**config.mk**
```make
export PLATFORM = sky130hd
export DESIGN_NAME = mapc_top
export DESIGN_NICKNAME = d
export VERILOG_FILES = /design/src/mapc_skid.sv /design/src/mapc_top.sv
export SDC_FILE = /design/constraint.sdc
export NUM_CORES = 1
export LEC_CHECK = 0
export BUFFER_PORTS_ARGS = -buffer_cell sky130_fd_sc_hd__buf_2
export CAP_MARGIN = 20
export CORE_ASPECT_RATIO = 1.2
export CORE_UTILIZATION = 40
export DETAILED_ROUTE_END_ITERATION = 8
export PLACE_DENSITY = 0.6
export RECOVER_POWER = 25
export SKIP_LAST_GASP = 1
export SLEW_MARGIN = 15
export SYNTH_ARGS = -nofsm -noshare
export SYNTH_HDL_FRONTEND = slang
export SYNTH_SLANG_ARGS = --single-unit
```
**constraint.sdc**
```tcl
create_clock -name clk -period 4 [get_ports clk]
set_clock_uncertainty 0.2 [all_clocks]
set_input_delay 0.8 -clock clk [delete_from_list [all_inputs] [get_ports clk]]
set_output_delay 0.8 -clock clk [all_outputs]
set_load 0.01 [all_outputs]
```
**src/mapc_skid.sv**
```systemverilog
`timescale 1ns/10ps
`default_nettype none

package mapc_pkg;
    localparam int NCH = 8;
    localparam int DW  = 24;
    localparam int CW  = 3;

    localparam logic [1:0] MODE_HS = 2'h0;
    localparam logic [1:0] MODE_HR = 2'h1;
    localparam logic [1:0] MODE_LP = 2'h2;
    localparam logic [1:0] MODE_LS = 2'h3;

    localparam logic [2:0] FMT_SPI_DYN = 3'h0;
    localparam logic [2:0] FMT_SPI_FIX = 3'h1;
    localparam logic [2:0] FMT_SPI_DIS = 3'h2;
    localparam logic [2:0] FMT_FS_DYN  = 3'h3;
    localparam logic [2:0] FMT_FS_FIX  = 3'h4;
    localparam logic [2:0] FMT_FS_DIS  = 3'h5;
    localparam logic [2:0] FMT_MOD     = 3'h6;

    localparam logic [11:0] RATIO_256  = 12'h100;
    localparam logic [11:0] RATIO_512  = 12'h200;
    localparam logic [11:0] RATIO_2560 = 12'hA00;
    localparam logic [11:0] RATIO_RST  = 12'h100;

    localparam logic [7:0] OSR_64  = 8'h40;
    localparam logic [7:0] OSR_128 = 8'h80;

    // whole periods counted; the partial period of the change adds the spread
    localparam logic [7:0] SETTLE_SPI = 8'h80;
    localparam logic [7:0] SETTLE_FS  = 8'h7F;
    localparam logic [7:0] WAKE_SPI   = 8'h81;
    localparam logic [7:0] WAKE_FS    = 8'h80;

    typedef struct packed {
        logic [CW-1:0] chan;
        logic [DW-1:0] data;
    } mapc_word_type;

    typedef struct packed {
        logic           shift_n;
        logic           strobe;
        logic [NCH-1:0] sleep_n;
        logic [2:0]     fmt;
        logic           div;
        logic [1:0]     mode;
    } mapc_pins_type;
endpackage

module mapc_skid #(
    parameter int W = 27
) (
    input  wire logic         clk,       // system clock
    input  wire logic         rst_b,     // async reset, active low
    input  wire logic         in_valid,  // word offered
    output logic              in_ready,  // room for a word
    input  wire logic [W-1:0] in_data,   // word offered
    output logic              out_valid, // word held at output
    input  wire logic         out_ready, // receiver takes word
    output logic [W-1:0]      out_data   // word at output
);
    typedef struct packed {
        logic [W-1:0] out;
        logic         out_v;
        logic [W-1:0] skid;
        logic         skid_v;
    } mapc_skid_state_type;

    mapc_skid_state_type q;
    mapc_skid_state_type d;

    // ready is a flop so the producer never sees a combinational path from the receiver
    assign in_ready  = !q.skid_v;
    assign out_valid = q.out_v;
    assign out_data  = q.out;

    always_comb
    begin
        d = q;
        if (!q.out_v || out_ready)
        begin
            if (q.skid_v)
            begin
                d.out    = q.skid;
                d.out_v  = 1'b1;
                d.skid_v = 1'b0;
            end
            else
            begin
                d.out   = in_data;
                d.out_v = in_valid;
            end
        end
        else if (in_valid && !q.skid_v)
        begin
            d.skid   = in_data;
            d.skid_v = 1'b1;
        end
    end

    always_ff @(posedge clk or negedge rst_b)
    begin
        if (!rst_b)
            q <= '0;
        else
            q <= d;
    end

    skid_hold_a: assert property (@(posedge clk) disable iff (!rst_b)
        out_valid && !out_ready |=> out_valid && $stable(out_data))
        else $error("held word changed under stall");
    skid_full_a: assert property (@(posedge clk) disable iff (!rst_b)
        !in_ready |-> out_valid)
        else $error("skid full while output empty");
endmodule

`default_nettype wire

```
**src/mapc_top.sv**
```systemverilog
// Operation
// - modulator oversampling is 64, except 128 in high-resolution mode
// - master clocks per word: 256, 512, 512/256, 2560/512 by mode and divider
// - mode pins: 00 high-speed, 01 high-res, 10 low-power, 11 low-speed
// - mode pins watched continuously; changes applied without reset
// - SPI: ready stays high after mode change, at most 129 periods
// - frame-sync: data held low after mode change 127 to 128 periods
// - each channel sleeps independently by its own active-low input
// - all channels asleep: biases off, outputs still driven
// - SPI with all channels asleep forces the ready pin high
// - SPI: woken channel has valid data 129 to 130 periods later
// - frame-sync: woken channel valid 128 to 129 periods later
// - running channels are undisturbed by others sleeping or waking
// - channels woken together restart filters together, no sync pulse
// - sleeping channel gives zeros in fixed and discrete; dynamic packs
// - dynamic frame stays packed until a woken channel's data is ready
// - format 000 SPI dynamic, 001 SPI fixed, 010 SPI discrete
// - output rate scales with the master clock down to 0.1 MHz
// - all modulators share one clock; filters start on the same cycle
// - formats 011/100/101 frame-sync dynamic/fixed/discrete, 110 modulator
// - shared pin is ready output in SPI, frame strobe input otherwise
`timescale 1ns/10ps
`default_nettype none

module mapc_top (
    input  wire logic                                    clk,                  // master clock
    input  wire logic                                    rst_b,                // async reset, active low
    input  wire logic [1:0]                              mode_sel,             // operating mode pins
    input  wire logic                                    clock_divide_select,  // divider select pin
    input  wire logic [2:0]                              layout_sel,           // output format pins
    input  wire logic [mapc_pkg::NCH-1:0]                channel_sleep_n,      // per-channel sleep pins
    input  wire logic                                    ready_or_frame_pin_i, // shared pin level
    output logic                                         ready_or_frame_pin_o, // shared pin drive
    output logic                                         ready_or_frame_pin_oe,// shared pin enable
    input  wire logic                                    shift_clk_low_n,      // low while shift clock low
    input  wire logic [mapc_pkg::NCH-1:0][mapc_pkg::DW-1:0] chan_data,         // filter results
    output logic [mapc_pkg::NCH-1:0]                     chan_run,             // modulator enables
    output logic [mapc_pkg::NCH-1:0]                     filter_restart,       // filter restart pulses
    output logic                                         conv_start,           // convolution start pulse
    output logic [7:0]                                   osr,                  // oversampling ratio
    output logic                                         bias_enable,          // internal biases on
    output logic                                         data_valid_mark,      // data lines may show 1
    output logic                                         sample_ready_n,       // ready, active low
    output logic                                         word_valid,           // stream word valid
    input  wire logic                                    word_ready,           // serializer takes word
    output mapc_pkg::mapc_word_type                      word                  // stream word
);
    typedef enum logic [1:0] {
        ST_IDLE = 2'b01,
        ST_EMIT = 2'b10
    } mapc_fsm_type;

    typedef struct packed {
        mapc_pkg::mapc_pins_type              s1;
        mapc_pkg::mapc_pins_type              s2;
        logic                                 strobe_prev;
        logic                                 shift_prev;
        logic [1:0]                           mode_prev;
        logic                                 div_prev;
        logic [11:0]                          ratio;
        logic [11:0]                          cnt;
        logic [7:0]                           settle;
        logic [mapc_pkg::NCH-1:0]             run;
        logic [mapc_pkg::NCH-1:0][7:0]        wake;
        logic [mapc_pkg::NCH-1:0]             pend;
        logic [mapc_pkg::NCH-1:0]             restart;
        logic                                 conv;
        logic [7:0]                           osr;
        logic                                 bias;
        logic                                 pin_oe;
        logic                                 mark;
        logic                                 ready_n;
        mapc_fsm_type                         fsm;
        logic [mapc_pkg::CW-1:0]              slot;
        logic                                 dyn;
    } mapc_state_type;

    mapc_state_type          q;
    mapc_state_type          d;
    mapc_pkg::mapc_pins_type pins;
    mapc_pkg::mapc_word_type push_word;
    logic                    push_valid;
    logic                    push_ready;
    logic                    spi;
    logic                    fs;
    logic                    tick;
    logic                    fresh;
    logic                    all_off;
    logic [11:0]             ratio_new;
    logic [mapc_pkg::NCH-1:0] chan_ok;

    assign pins = '{shift_n: shift_clk_low_n, strobe: ready_or_frame_pin_i, sleep_n: channel_sleep_n,
                    fmt: layout_sel, div: clock_divide_select, mode: mode_sel};

    function automatic logic [11:0] mapc_ratio(input logic [1:0] m, input logic dv);
        logic [11:0] r;
        r = mapc_pkg::RATIO_256;
        unique case (m)
            mapc_pkg::MODE_HS: r = mapc_pkg::RATIO_256;
            mapc_pkg::MODE_HR: r = mapc_pkg::RATIO_512;
            mapc_pkg::MODE_LP: r = dv ? mapc_pkg::RATIO_512 : mapc_pkg::RATIO_256;
            mapc_pkg::MODE_LS: r = dv ? mapc_pkg::RATIO_2560 : mapc_pkg::RATIO_512;
        endcase
        return r;
    endfunction

    always_comb
    begin
        d         = q;
        d.s1      = pins;
        d.s2      = q.s1;
        // format decode: SPI for 000..010, frame-sync for 011..101
        spi       = (q.s2.fmt <= mapc_pkg::FMT_SPI_DIS);
        fs        = (q.s2.fmt >= mapc_pkg::FMT_FS_DYN) && (q.s2.fmt <= mapc_pkg::FMT_FS_DIS);
        all_off   = ~|q.run;
        ratio_new = mapc_ratio(q.s2.mode, q.s2.div);
        // frame-sync takes the period from the strobe edge, SPI from the counter
        tick      = fs ? (q.s2.strobe && !q.strobe_prev) : (q.cnt == q.ratio - 12'h001);
        fresh     = tick && (q.settle == 8'h00) && !all_off;
        push_valid = 1'b0;
        push_word  = '0;

        d.strobe_prev = q.s2.strobe;
        d.shift_prev  = q.s2.shift_n;
        d.mode_prev   = q.s2.mode;
        d.div_prev    = q.s2.div;
        d.cnt         = tick ? 12'h000 : q.cnt + 12'h001;
        d.conv        = tick;
        d.restart     = '0;
        d.osr         = (q.s2.mode == mapc_pkg::MODE_HR) ? mapc_pkg::OSR_128 : mapc_pkg::OSR_64;
        d.pin_oe      = spi;
        d.bias        = !all_off;

        if (tick && q.settle != 8'h00)
            d.settle = q.settle - 8'h01;
        // a mode or divider pin change reloads the ratio and restarts the settling count
        if (q.s2.mode != q.mode_prev || q.s2.div != q.div_prev)
        begin
            d.ratio  = ratio_new;
            d.cnt    = 12'h000;
            d.settle = spi ? mapc_pkg::SETTLE_SPI : mapc_pkg::SETTLE_FS;
        end

        // channels are handled alone, so a running channel never sees another's change
        for (int i = 0; i < mapc_pkg::NCH; i++)
        begin
            chan_ok[i] = q.run[i] && (q.wake[i] == 8'h00);
            if (tick && q.wake[i] != 8'h00)
                d.wake[i] = q.wake[i] - 8'h01;
            if (tick && q.pend[i])
            begin
                d.restart[i] = 1'b1;
                d.pend[i]    = 1'b0;
            end
            if (!q.s2.sleep_n[i])
            begin
                d.run[i]  = 1'b0;
                d.wake[i] = 8'h00;
                d.pend[i] = 1'b0;
            end
            else if (!q.run[i])
            begin
                d.run[i]  = 1'b1;
                d.wake[i] = spi ? mapc_pkg::WAKE_SPI : mapc_pkg::WAKE_FS;
                d.pend[i] = 1'b1;
            end
        end

        // ready pin: low on fresh data, high on first shift edge or just before next word
        if (!spi || all_off)
            d.ready_n = 1'b1;
        else if (fresh)
            d.ready_n = 1'b0;
        else if ((!q.s2.shift_n && q.shift_prev) || (q.cnt == q.ratio - 12'h002))
            d.ready_n = 1'b1;
        d.mark = fs && (q.settle == 8'h00) && !all_off;

        unique case (q.fsm)
            ST_IDLE:
            begin
                if (fresh && q.s2.fmt != mapc_pkg::FMT_MOD && (spi || fs))
                begin
                    d.fsm  = ST_EMIT;
                    d.slot = '0;
                    d.dyn  = (q.s2.fmt == mapc_pkg::FMT_SPI_DYN) || (q.s2.fmt == mapc_pkg::FMT_FS_DYN);
                end
            end
            ST_EMIT:
            begin
                // dynamic layout skips a slot without waiting; others wait for room
                if (q.dyn && !chan_ok[q.slot])
                    d.slot = q.slot + 3'h1;
                else if (push_ready)
                begin
                    push_valid     = 1'b1;
                    push_word.chan = q.slot;
                    push_word.data = chan_ok[q.slot] ? chan_data[q.slot] : '0;
                    d.slot         = q.slot + 3'h1;
                end
                if (d.slot == '0 && q.slot != '0)
                    d.fsm = ST_IDLE;
            end
        endcase
        // slots not yet pushed when the next conversion lands are dropped, not merged, and that conversion emits no frame
        if (q.fsm == ST_EMIT && tick)
            d.fsm = ST_IDLE;
    end

    always_ff @(posedge clk or negedge rst_b)
    begin
        if (!rst_b)
        begin
            q         <= '0;
            q.ratio   <= mapc_pkg::RATIO_RST;
            q.osr     <= mapc_pkg::OSR_64;
            q.pin_oe  <= 1'b1;
            q.ready_n <= 1'b1;
            q.fsm     <= ST_IDLE;
        end
        else
            q <= d;
    end

    mapc_skid #(
        .W ($bits(mapc_pkg::mapc_word_type))
    ) u_skid (
        .clk       (clk),
        .rst_b     (rst_b),
        .in_valid  (push_valid),
        .in_ready  (push_ready),
        .in_data   (push_word),
        .out_valid (word_valid),
        .out_ready (word_ready),
        .out_data  (word)
    );

    assign chan_run              = q.run;
    assign filter_restart        = q.restart;
    assign conv_start            = q.conv;
    assign osr                   = q.osr;
    assign bias_enable           = q.bias;
    assign data_valid_mark       = q.mark;
    assign sample_ready_n        = q.ready_n;
    assign ready_or_frame_pin_o  = q.ready_n;
    assign ready_or_frame_pin_oe = q.pin_oe;

    osr_mode_a: assert property (@(posedge clk) disable iff (!rst_b)
        ##1 (osr == ($past(q.s2.mode) == mapc_pkg::MODE_HR ? mapc_pkg::OSR_128 : mapc_pkg::OSR_64)))
        else $error("oversampling ratio does not follow mode");
    ratio_load_a: assert property (@(posedge clk) disable iff (!rst_b)
        (q.s2.mode != q.mode_prev) |=> (q.ratio == $past(ratio_new)) && (q.cnt == 12'h000))
        else $error("ratio not reloaded on mode change");
    spi_period_a: assert property (@(posedge clk) disable iff (!rst_b)
        (conv_start && !fs && q.ratio == mapc_pkg::RATIO_256 && $stable(q.ratio)) |-> ##1 !conv_start [*8])
        else $error("conversion pulses too close together");
    settle_hold_a: assert property (@(posedge clk) disable iff (!rst_b)
        (q.settle != 8'h00) |=> ($past(spi) ? !$fell(sample_ready_n) : 1'b1))
        else $error("ready fell while settling");
    fs_mark_a: assert property (@(posedge clk) disable iff (!rst_b)
        (q.settle != 8'h00) |=> !data_valid_mark)
        else $error("valid mark during settling");
    sleep_stop_a: assert property (@(posedge clk) disable iff (!rst_b)
        !q.s2.sleep_n[0] |=> !chan_run[0])
        else $error("sleeping channel still running");
    all_off_a: assert property (@(posedge clk) disable iff (!rst_b)
        (q.run == '0) |=> !bias_enable && ($past(spi) -> sample_ready_n))
        else $error("all asleep but biases or ready wrong");
    pin_dir_a: assert property (@(posedge clk) disable iff (!rst_b)
        ##1 (ready_or_frame_pin_oe == $past(spi)))
        else $error("shared pin direction wrong");
    wake_load_a: assert property (@(posedge clk) disable iff (!rst_b)
        (q.s2.sleep_n[0] && !q.run[0] && spi) |=> (q.wake[0] == mapc_pkg::WAKE_SPI))
        else $error("wake delay not loaded");
    zero_fill_a: assert property (@(posedge clk) disable iff (!rst_b)
        (push_valid && !chan_ok[push_word.chan]) |-> (push_word.data == '0) && !q.dyn)
        else $error("asleep channel data not zero");
    restart_sync_a: assert property (@(posedge clk) disable iff (!rst_b)
        (filter_restart != '0) |-> conv_start)
        else $error("filter restart off conversion edge");

    mode_change_c: cover property (@(posedge clk) disable iff (!rst_b) q.s2.mode != q.mode_prev);
    wake_done_c: cover property (@(posedge clk) disable iff (!rst_b) $fell(q.wake[0] != 8'h00));
    stall_c: cover property (@(posedge clk) disable iff (!rst_b) word_valid && !word_ready && !push_ready);
endmodule

`default_nettype wire

```
### After elaboration in Yosys (flattened, before gate mapping)

Index checks and enable logic that the tools add are counted.

* $add $sub $neg: 13
* magnitude comparators: 4
* equality and inequality tests: 30
* muxes and demuxes: 98
* bitwise operators: 1
* reductions and logical operators: 80

Operator list (count)
* 8-bit 2-to-1 mux: 27
* 27-bit 2-to-1 mux: 3
* 24-bit binary-select mux with 3-bit select: 1
* 8-bit logical NOT: 9
* 8-bit nonzero test: 9
* 8-bit by 1-bit subtractor with 8-bit output (second input constant): 9
* 1-bit 2-to-1 mux: 51
* 3-bit by 2-bit inequality test with 1-bit output (second input constant): 17
* 24-bit 2-to-1 mux: 2
* 12-bit case mux with 4 select lines: 1
* 1-bit logical AND: 38
* 28-bit 2-to-1 mux: 1
* 12-bit == test: 2
* 12-bit 2-to-1 mux: 2
* 20-bit 2-to-1 mux: 1
* 12-bit by 1-bit adder with 12-bit output (second input constant): 1
* 12-bit by 1-bit subtractor with 12-bit output (second input constant): 1
* 12-bit by 2-bit subtractor with 12-bit output (second input constant): 1
* 10-bit 2-to-1 mux: 1
* 5-bit case mux with 2 select lines: 1
* 3-bit 2-to-1 mux: 3
* 8-bit OR reduction: 1
* 1-bit logical NOT: 7
* 2-bit == test (second input constant): 3
* other kinds (21): 34

* bits in registers: 232
* input port bits: 211
* output and inout bits: 58
* word-level logic and storage cells: 276

### Longest topological paths before layout

Gate-level depths: netlist of run 1.

* depth after elaboration: 13
* mapped depth: 11
* depth with buffers taken out: 9

### Modules after synthesis

From an unflattened synthesis of run 1, not the netlist that was laid out.

* cell total of the unflattened synthesis: 995
* area, all modules: 11766.3 µm²

Modules (own cells, without submodules)
* mapc_top: times used 1, cells each 816, area each 9002.4 µm², seq. area each 4035.1 µm²
* mapc_skid: times used 1, cells each 179, area each 2763.9 µm², seq. area each 1401.3 µm²

### Worst setup path before layout of run 1

OpenSTA, ideal clock, no wires.

* path kind: flip-flop to flip-flop
* from: reg q[43] (netlist bit)
* to: reg u_skid.q[1] (netlist bit)
* library setup time: 0.125 ns
* arrival time: 2.924 ns
* required time: 3.675 ns
* setup slack: 0.751 ns
* stages on the path, launching flop included: 10
* path buffers: 1
* period minus slack after synthesis: 3.249 ns
* cell sequence: dfrtp_1 inv_1 ha_1 or3b_2 o311a_1 a22oi_4 o21ai_4 a2111oi_4 buf_6 mux2_4

* cells in the longest elaborated chain, start to end: 10
* elaborated cells between the ends (all ways): 14
* those cells by class: mux (8); reduce/logical (6)

Ends and longest elaborated chain
* start: declaration: line mapc_top.sv:78 `mapc_state_type q;`
* 8-bit logical NOT (*): line mapc_top.sv:147 `chan_ok[i] = q.run[i] && (q.wake[i] == 8'h00);`
* 1-bit logical AND (*): line mapc_top.sv:147
* 1-bit binary-select mux with 3-bit select (*): line mapc_top.sv:191, mapc_top.sv:197
* 1-bit 2-to-1 mux (not written as such) (*): line mapc_top.sv:191, mapc_top.sv:197
* 1-bit logical NOT: line mapc_top.sv:191 `if (q.dyn && !chan_ok[q.slot])`
* 1-bit logical AND: line mapc_top.sv:191
* 1-bit 2-to-1 mux: line mapc_top.sv:191
* 1-bit 2-to-1 mux: line mapc_top.sv:178 `unique case (q.fsm)`
* 1-bit logical AND: line mapc_skid.sv:95 `else if (in_valid && !q.skid_v)`
* 2-bit AND reduction (no line)
* end signal: assignment: line mapc_skid.sv:105 `q <= '0;`
* end signal: assignment: line mapc_skid.sv:107 `q <= d;`
* end: declaration: line mapc_skid.sv:70 `mapc_skid_state_type q;`

Mark *: on every way between the ends. The rest lies on a longest branch, timed or not. The select of a mux whose other input is x is not followed.
A chain may end at the register's enable or synchronous reset.

### Worst setup path after layout of run 1

* from: reg q[59] (netlist bit)
* to: reg u_skid.q[20] (netlist bit)

Same word-level chain as after synthesis.

==> reports/metrics.cfg, run 1 <==
[pwr]
clock_power_share=0.435
ir_worst_vdd_mv=0.3694
comb_power_share=0.091
pwr-share-seq=0.473
powerDensity_mw_per_mm2=356.2
p_switching_uw=1161
switching_share=0.2369
fin_total_pwr_uw=4898
power_leakage_uw=0.006333
internal_power_uw=3738

[yosys]
synth_top_area_frac=0.4580
synth.distinct_cells=66
synth_async_sr_flop_share=1.000
ys_seq_area_frac=0.4694
synthCells=1074
synthTopCellsByArea=dfrtp_1 (46%), mux4_2 (9.3%), nand2_1 (4.6%), xor2_1 (3.4%), buf_4 (3.4%)
synth_area_sq_mm=0.01158
synth_ff_type=dfrtp_1
avgSynthCellArea_sq_um=10.78
synth_largest_area_cell=dfrtp_1
synth_enable_flop_cells=0
yosys_warnings=0
yosys_register_bits=217

[critical_path]
cp.arrival_ps=3700
critical_path.startpoint=q[59]
critPathCapture=u_skid.q[20]
r2r_setup_slack_ps=500
required_ps=4200
r2r-end=u_skid.q[20]
crit_type=reg -> reg
rr_startpoint=q[59]
crit_fanout=27
start_kind=register
worstSetupEndpointType=register
reg2reg_depth=9

[placement]
post_dp_cell_area_sq_mm=0.01298
pre_cts_slack_ps=551.2
dpl.hpwl_um=21680
globalplace.congestion=0.8328
numPortBuffers=262
placed_cells=1634

[timing]
rsz0062_at_grt=false
final_min_period_over_clock_period=0.8745
post-route-min-period_ps=3498
slew_violations=89
hold_violations=0
setup_total_negative_slack_ps=0
slew_headroom=-0.5553
finalSetupViolations=0
timing.fmax_mhz=285.9
setup_ws_ps=502.2
worst_slew_pin_slew_ps=2333

[layout]
fillCellCount=2599
syn2layout_area_growth_pct=18.73
fin_nets=1515
fin_cells=1682
finalInstanceArea_sq_mm=0.01375
drive_gt1_frac=0.3251

[floorplanning]
dieWidth_um=157.3
io-pin-count=269
die_area_sq_mm=0.02964
rows=67
core_sq_mm=0.02817
start_util=0.4112
die_h_um=188.4

[routing]
viasPerCell=5.300
finalWirelength_um=30230
drc=0
drt-met1-wl_um=12510
vias=8915
top_layer=met5
ant_nets=0
first_pass_iters=5
wl_met2_um=14390
wl_per_cell_um=17.97
dr_wl_met3_um=2306
drtIter0Drc=461

[clock_network]
clkTransAtPathRegs_ps=60
cts_tree=yes
clock_latency_ps=520
clock_path_buffers=3
cts_root_buf=clkbuf_16
clock_sinks=217
post-cts-setup-buffers=0
cts_resized=0
htreeDepth=1
numCtsBuffers=24
hold_buffers=0

[min_path]
hp-class=reg -> reg

[global_route]
grt_pass1_wl_um=47130
antenna_found_initial=6
grt_max_degree=91
grt_pass1_vias=8911
overflow=0
grt.total_usage=0.2035

[outcome]
status=complete, but fails checks
violations=max-capacitance violations, max-slew violations

[job]
maxCapViolCount=1

[critical path, stage by stage (launching register included)]
cell       delay [ps]
dfrtp_1           390
inv_1             130
ha_1              170
or3b_2            460
o311a_1           380
a22oi_4           270
o21ai_4           140
a2111oi_4         350
buf_4             490
mux2_2            400
[cell usage after synthesis (17+ instances only)]
library cell,instances
nor2_1,80
inv_1,31
o211ai_1,23
nand2_1,142
buf_4,52
o21ai_0,34
mux2_4,19
xor2_1,45
clkbuf_1,36
a21oi_1,63
mux4_2,48
or3_1,17
ha_1,23
o2111ai_1,17
o22a_1,27
dfrtp_1,212
[area by class of cell]
cell class / count / area, sq um / area share
inverter: 32 / 120.1 / 0.008734
antenna: 5 / 12.51 / 0.0009098
clock inverter: 5 / 25.02 / 0.001820
timing repair buffer: 279 / 1464 / 0.1065
multi-input combinational: 727 / 5470 / 0.3978
tap: 379 / 474.2 / 0.03448
sequential: 217 / 5441 / 0.3957
clock buffer: 38 / 744.5 / 0.05414
[cell usage in the layout, fill, tap and decap left out, types with 17 or more instances in the layout]
| master | Yosys | final |
|---|---|---|
| a21oi_1 | 63 | 63 |
| ha_1 | 23 | 23 |
| nor2_1 | 80 | 80 |
| or3_1 | 17 | 17 |
| o22a_1 | 27 | 27 |
| o2111ai_1 | 17 | 17 |
| mux2_4 | 19 | 19 |
| clkbuf_16 | 0 | 25 |
| o211ai_1 | 23 | 23 |
| o21ai_0 | 34 | 34 |
| mux4_2 | 48 | 48 |
| buf_2 | 0 | 261 |
| dfrtp_1 | 212 | 210 |
| inv_1 | 31 | 31 |
| nand2_1 | 142 | 142 |
| xor2_1 | 45 | 45 |
[per-stage QoR]
stage | hold WS, ps | utilization
2_1_floorplan | 131.2 | -
3_3_place_gp | 132.9 | 0.4608
3_5_place_dp | 135.6 | 0.4608
4_1_cts | 124.9 | 0.4881
5_1_grt | 152.3 | 0.4881
6_report | 145.1 | 0.4882
[power groups by stage]
stage	logic, uW	registers, uW	clock network [uW]
2_1_floorplan	245	2340	0
3_3_place_gp	444	2350	0
3_5_place_dp	451	2360	0
4_1_cts	453	2320	2210
5_1_grt	503	2330	2310
6_report	448	2320	2130
[layer usage]
layer  vias up  global-route usage
met2       272              0.3487
met3        51             0.04784
met1      4380              0.2461
met4         2             0.07618
li1       4210                   -
met5         -                   0
[state kept, by name, summed over array words and instances (netlist names), 2 cells and up]
signal           cells
chan_run             8
filter_restart       8
u_skid.q            28
q                  117
u_skid.out_data     27
d                   21
osr                  2
[cells by family after synthesis]
group / after synthesis / share of synthesized area
other: 1 / 0.0003238
buffers and inverters: 135 / 0.06190
muxes: 81 / 0.1310
DFF: 217 / 0.4694
and+or+nand+nor: 341 / 0.1382
xor gates and xnor gates: 60 / 0.04537
adders and majority gates: 23 / 0.02485
AOI/OAI and AO/OA: 216 / 0.1290
[worst min-delay path by stage]
| stage | start | endpoint | slack, ps | depth (start not counted) |
|---|---|---|---|---|
| global route | d[154] | q[154] | 150 | 0 |
| global placement | d[152] | q[152] | 130 | 0 |
| floorplan | d[146] | d[139] | 130 | 0 |
| finish | d[154] | q[154] | 150 | 0 |
| detailed placement | d[145] | d[141] | 140 | 0 |
| CTS | rst_b | q[50] | 120 | 1 |
Power figures use the tool's default switching activity.
==> run 2: changes to the inputs <==
- REMOVE_ABC_BUFFERS: default -> 1
==> run 2 against run 1 <==
Non-clock buffer count increased by 4. Clock-buffer cell count decreased by 8. Utilization increased by 0.65 points. Combinational power about the same. First-iteration DRC count decreased by 6.9%. Sequential cell count unchanged. Fmax increased by 1.7%. Critical path depth unchanged. The run still ends with max-capacitance violations, max-slew violations left. Die area unchanged. Clock power increased by 18%. Cell count unchanged.
==> reports/metrics.cfg, run 2 (synthesis gave the netlist of run 1 again) <==
[outcome]
status=complete, but fails checks
violations=max-capacitance violations, max-slew violations

[layout]
layout_commonest_cell=buf_2
fin_nets=1519
fillCellCount=2600
drive_gt1_frac=0.3318
regMostFlops=q
multiInputGateArea_sq_mm=0.005470
mostFrequentLayoutCells=buf_2 (261), dfrtp_1 (210), nand2_1 (142)
finalInstanceArea_sq_mm=0.01394
syn2layout_area_growth_pct=20.32
regArea_sq_mm=0.005441
largest_reg_flops=117

[pwr]
ir_worst_vdd_mv=0.3588
fin_total_pwr_uw=5268
power_leakage_uw=0.006422
powerDensity_mw_per_mm2=378.0

[routing]
drc=0
viasPerCell=5.262
wl_per_cell_um=16.88
finalWirelength_um=28390
first_pass_iters=5
ant_nets=0
drtIter0Drc=429
vias=8850

[placement]
globalplace.congestion=0.8400
pre_cts_slack_ps=544.6
numPortBuffers=262
post_dp_cell_area_sq_mm=0.01302
dpl.hpwl_um=20280

[critical_path]
crit_fanout=27
worstSetupEndpointType=register
cp.arrival_ps=3630
cpMaxStageDelayCell=buf_4
required_ps=4190
path_buf_inv=2
rr_startpoint=q[43]
cp_top_family=compound AO/OA/AOI/OAI gates
critical_path.startpoint=q[43]
crit_type=reg -> reg
slowest_delay_ps=480
start_kind=register
crit_chain=inv_1 -> ha_1 -> or3b_2 -> o311a_1 -> a22oi_4 -> o21ai_4 -> a2111oi_4 -> buf_4 -> mux2_2

[timing]
finalSetupViolations=0
worst_slew_pin_slew_ps=2337
hold_violations=0
final_min_period_over_clock_period=0.8602
rsz0062_at_grt=false
setup_ws_ps=559.3
timing.fmax_mhz=290.6
slew_violations=90
post-route-min-period_ps=3441
slew_headroom=-0.5583

[global_route]
antenna_found_initial=4
grt_pass1_vias=8862
grt.total_usage=0.1906
grt_max_degree=92
grt_pass1_wl_um=44640
overflow=0

[clock_network]
post-cts-setup-buffers=0
clock_path_buffers=3
htreeDepth=1
cts_resized=0
cts_tree=yes
cts_root_buf=clkbuf_16
clkTransAtPathRegs_ps=60
clock_latency_ps=510
numCtsBuffers=24
clock_sinks=217
hold_buffers=0

[job]
maxCapViolCount=1

[floorplanning]
die_area_sq_mm=0.02964
io-pin-count=269
start_util=0.4112
core_sq_mm=0.02817
die_h_um=188.4
dieWidth_um=157.3
rows=67

[min_path]
hp-class=reg -> reg
hold_start=d[148]

run 2: cell count changes in the layout (fill, tap and decap cells not counted), sizes merged, moves of 2 or more:
cell / delta
buf: +4
bufinv: +6
clkbuf: -8
clkinvlp: +2
diode: -4
run 2: where the power goes:
| part | switching (uW) | internal [uW] |
|---|---|---|
| Sequential | 54.5 | 2260 |
| Clock | 890 | 1620 |
| Combinational | 236 | 210 |
| Total | 1180 | 4090 |
run 2: layout make-up:
cell class,count,area share
clock buffer,30,0.04983
tap,379,0.03403
clock inverter,13,0.01625
multi-input combinational,727,0.3925
timing repair buffer,283,0.1081
inverter,32,0.008619
sequential,217,0.3905
antenna,1,0.0001796
run 2: path summary, 6_finish.rpt:
kind                            cells past startpoint  slack (ps)           end
worst max-delay path                                9         560  u_skid.q[19]
worst min-delay path                                0         140        q[148]
worst max register to register                      9         560  u_skid.q[19]
worst min register to register                      0         140        q[148]
max in group asynchronous                           1        1130          q[1]
min in group asynchronous                           1         800        q[118]
run 2: stage by stage:
step / hold WS, ps / cells / utilization / TNS, ps
floorplan: 131.2 / 976 / - / -222050
global placement: 132.5 / 1638 / 0.4623 / 0
detailed placement: 134.7 / 1638 / 0.4623 / 0
CTS: 133.2 / 1681 / 0.4950 / 0
global route: 138.1 / 1682 / 0.4948 / 0
finish: 141.3 / 1682 / 0.4948 / 0
run 2: worst register-to-register path: cells and delay by family (launching register included):
kind,cells,cell delay [ps]
AOI/OAI and AO/OA,4,1160
buffers and inverters,2,570
and+or+nand+nor,1,450
DFF,1,410
muxes,1,410
adders and majority gates,1,130
run 2: routing by layer:
metal / share of wire / GRT usage / vias to the layer above
met4: 0.026 / 0.05863 / 6
met5: 0.0014 / 0 / -
met3: 0.056 / 0.03036 / 48
met2: 0.50 / 0.3470 / 257
li1: - / - / 4213
met1: 0.42 / 0.2271 / 4326
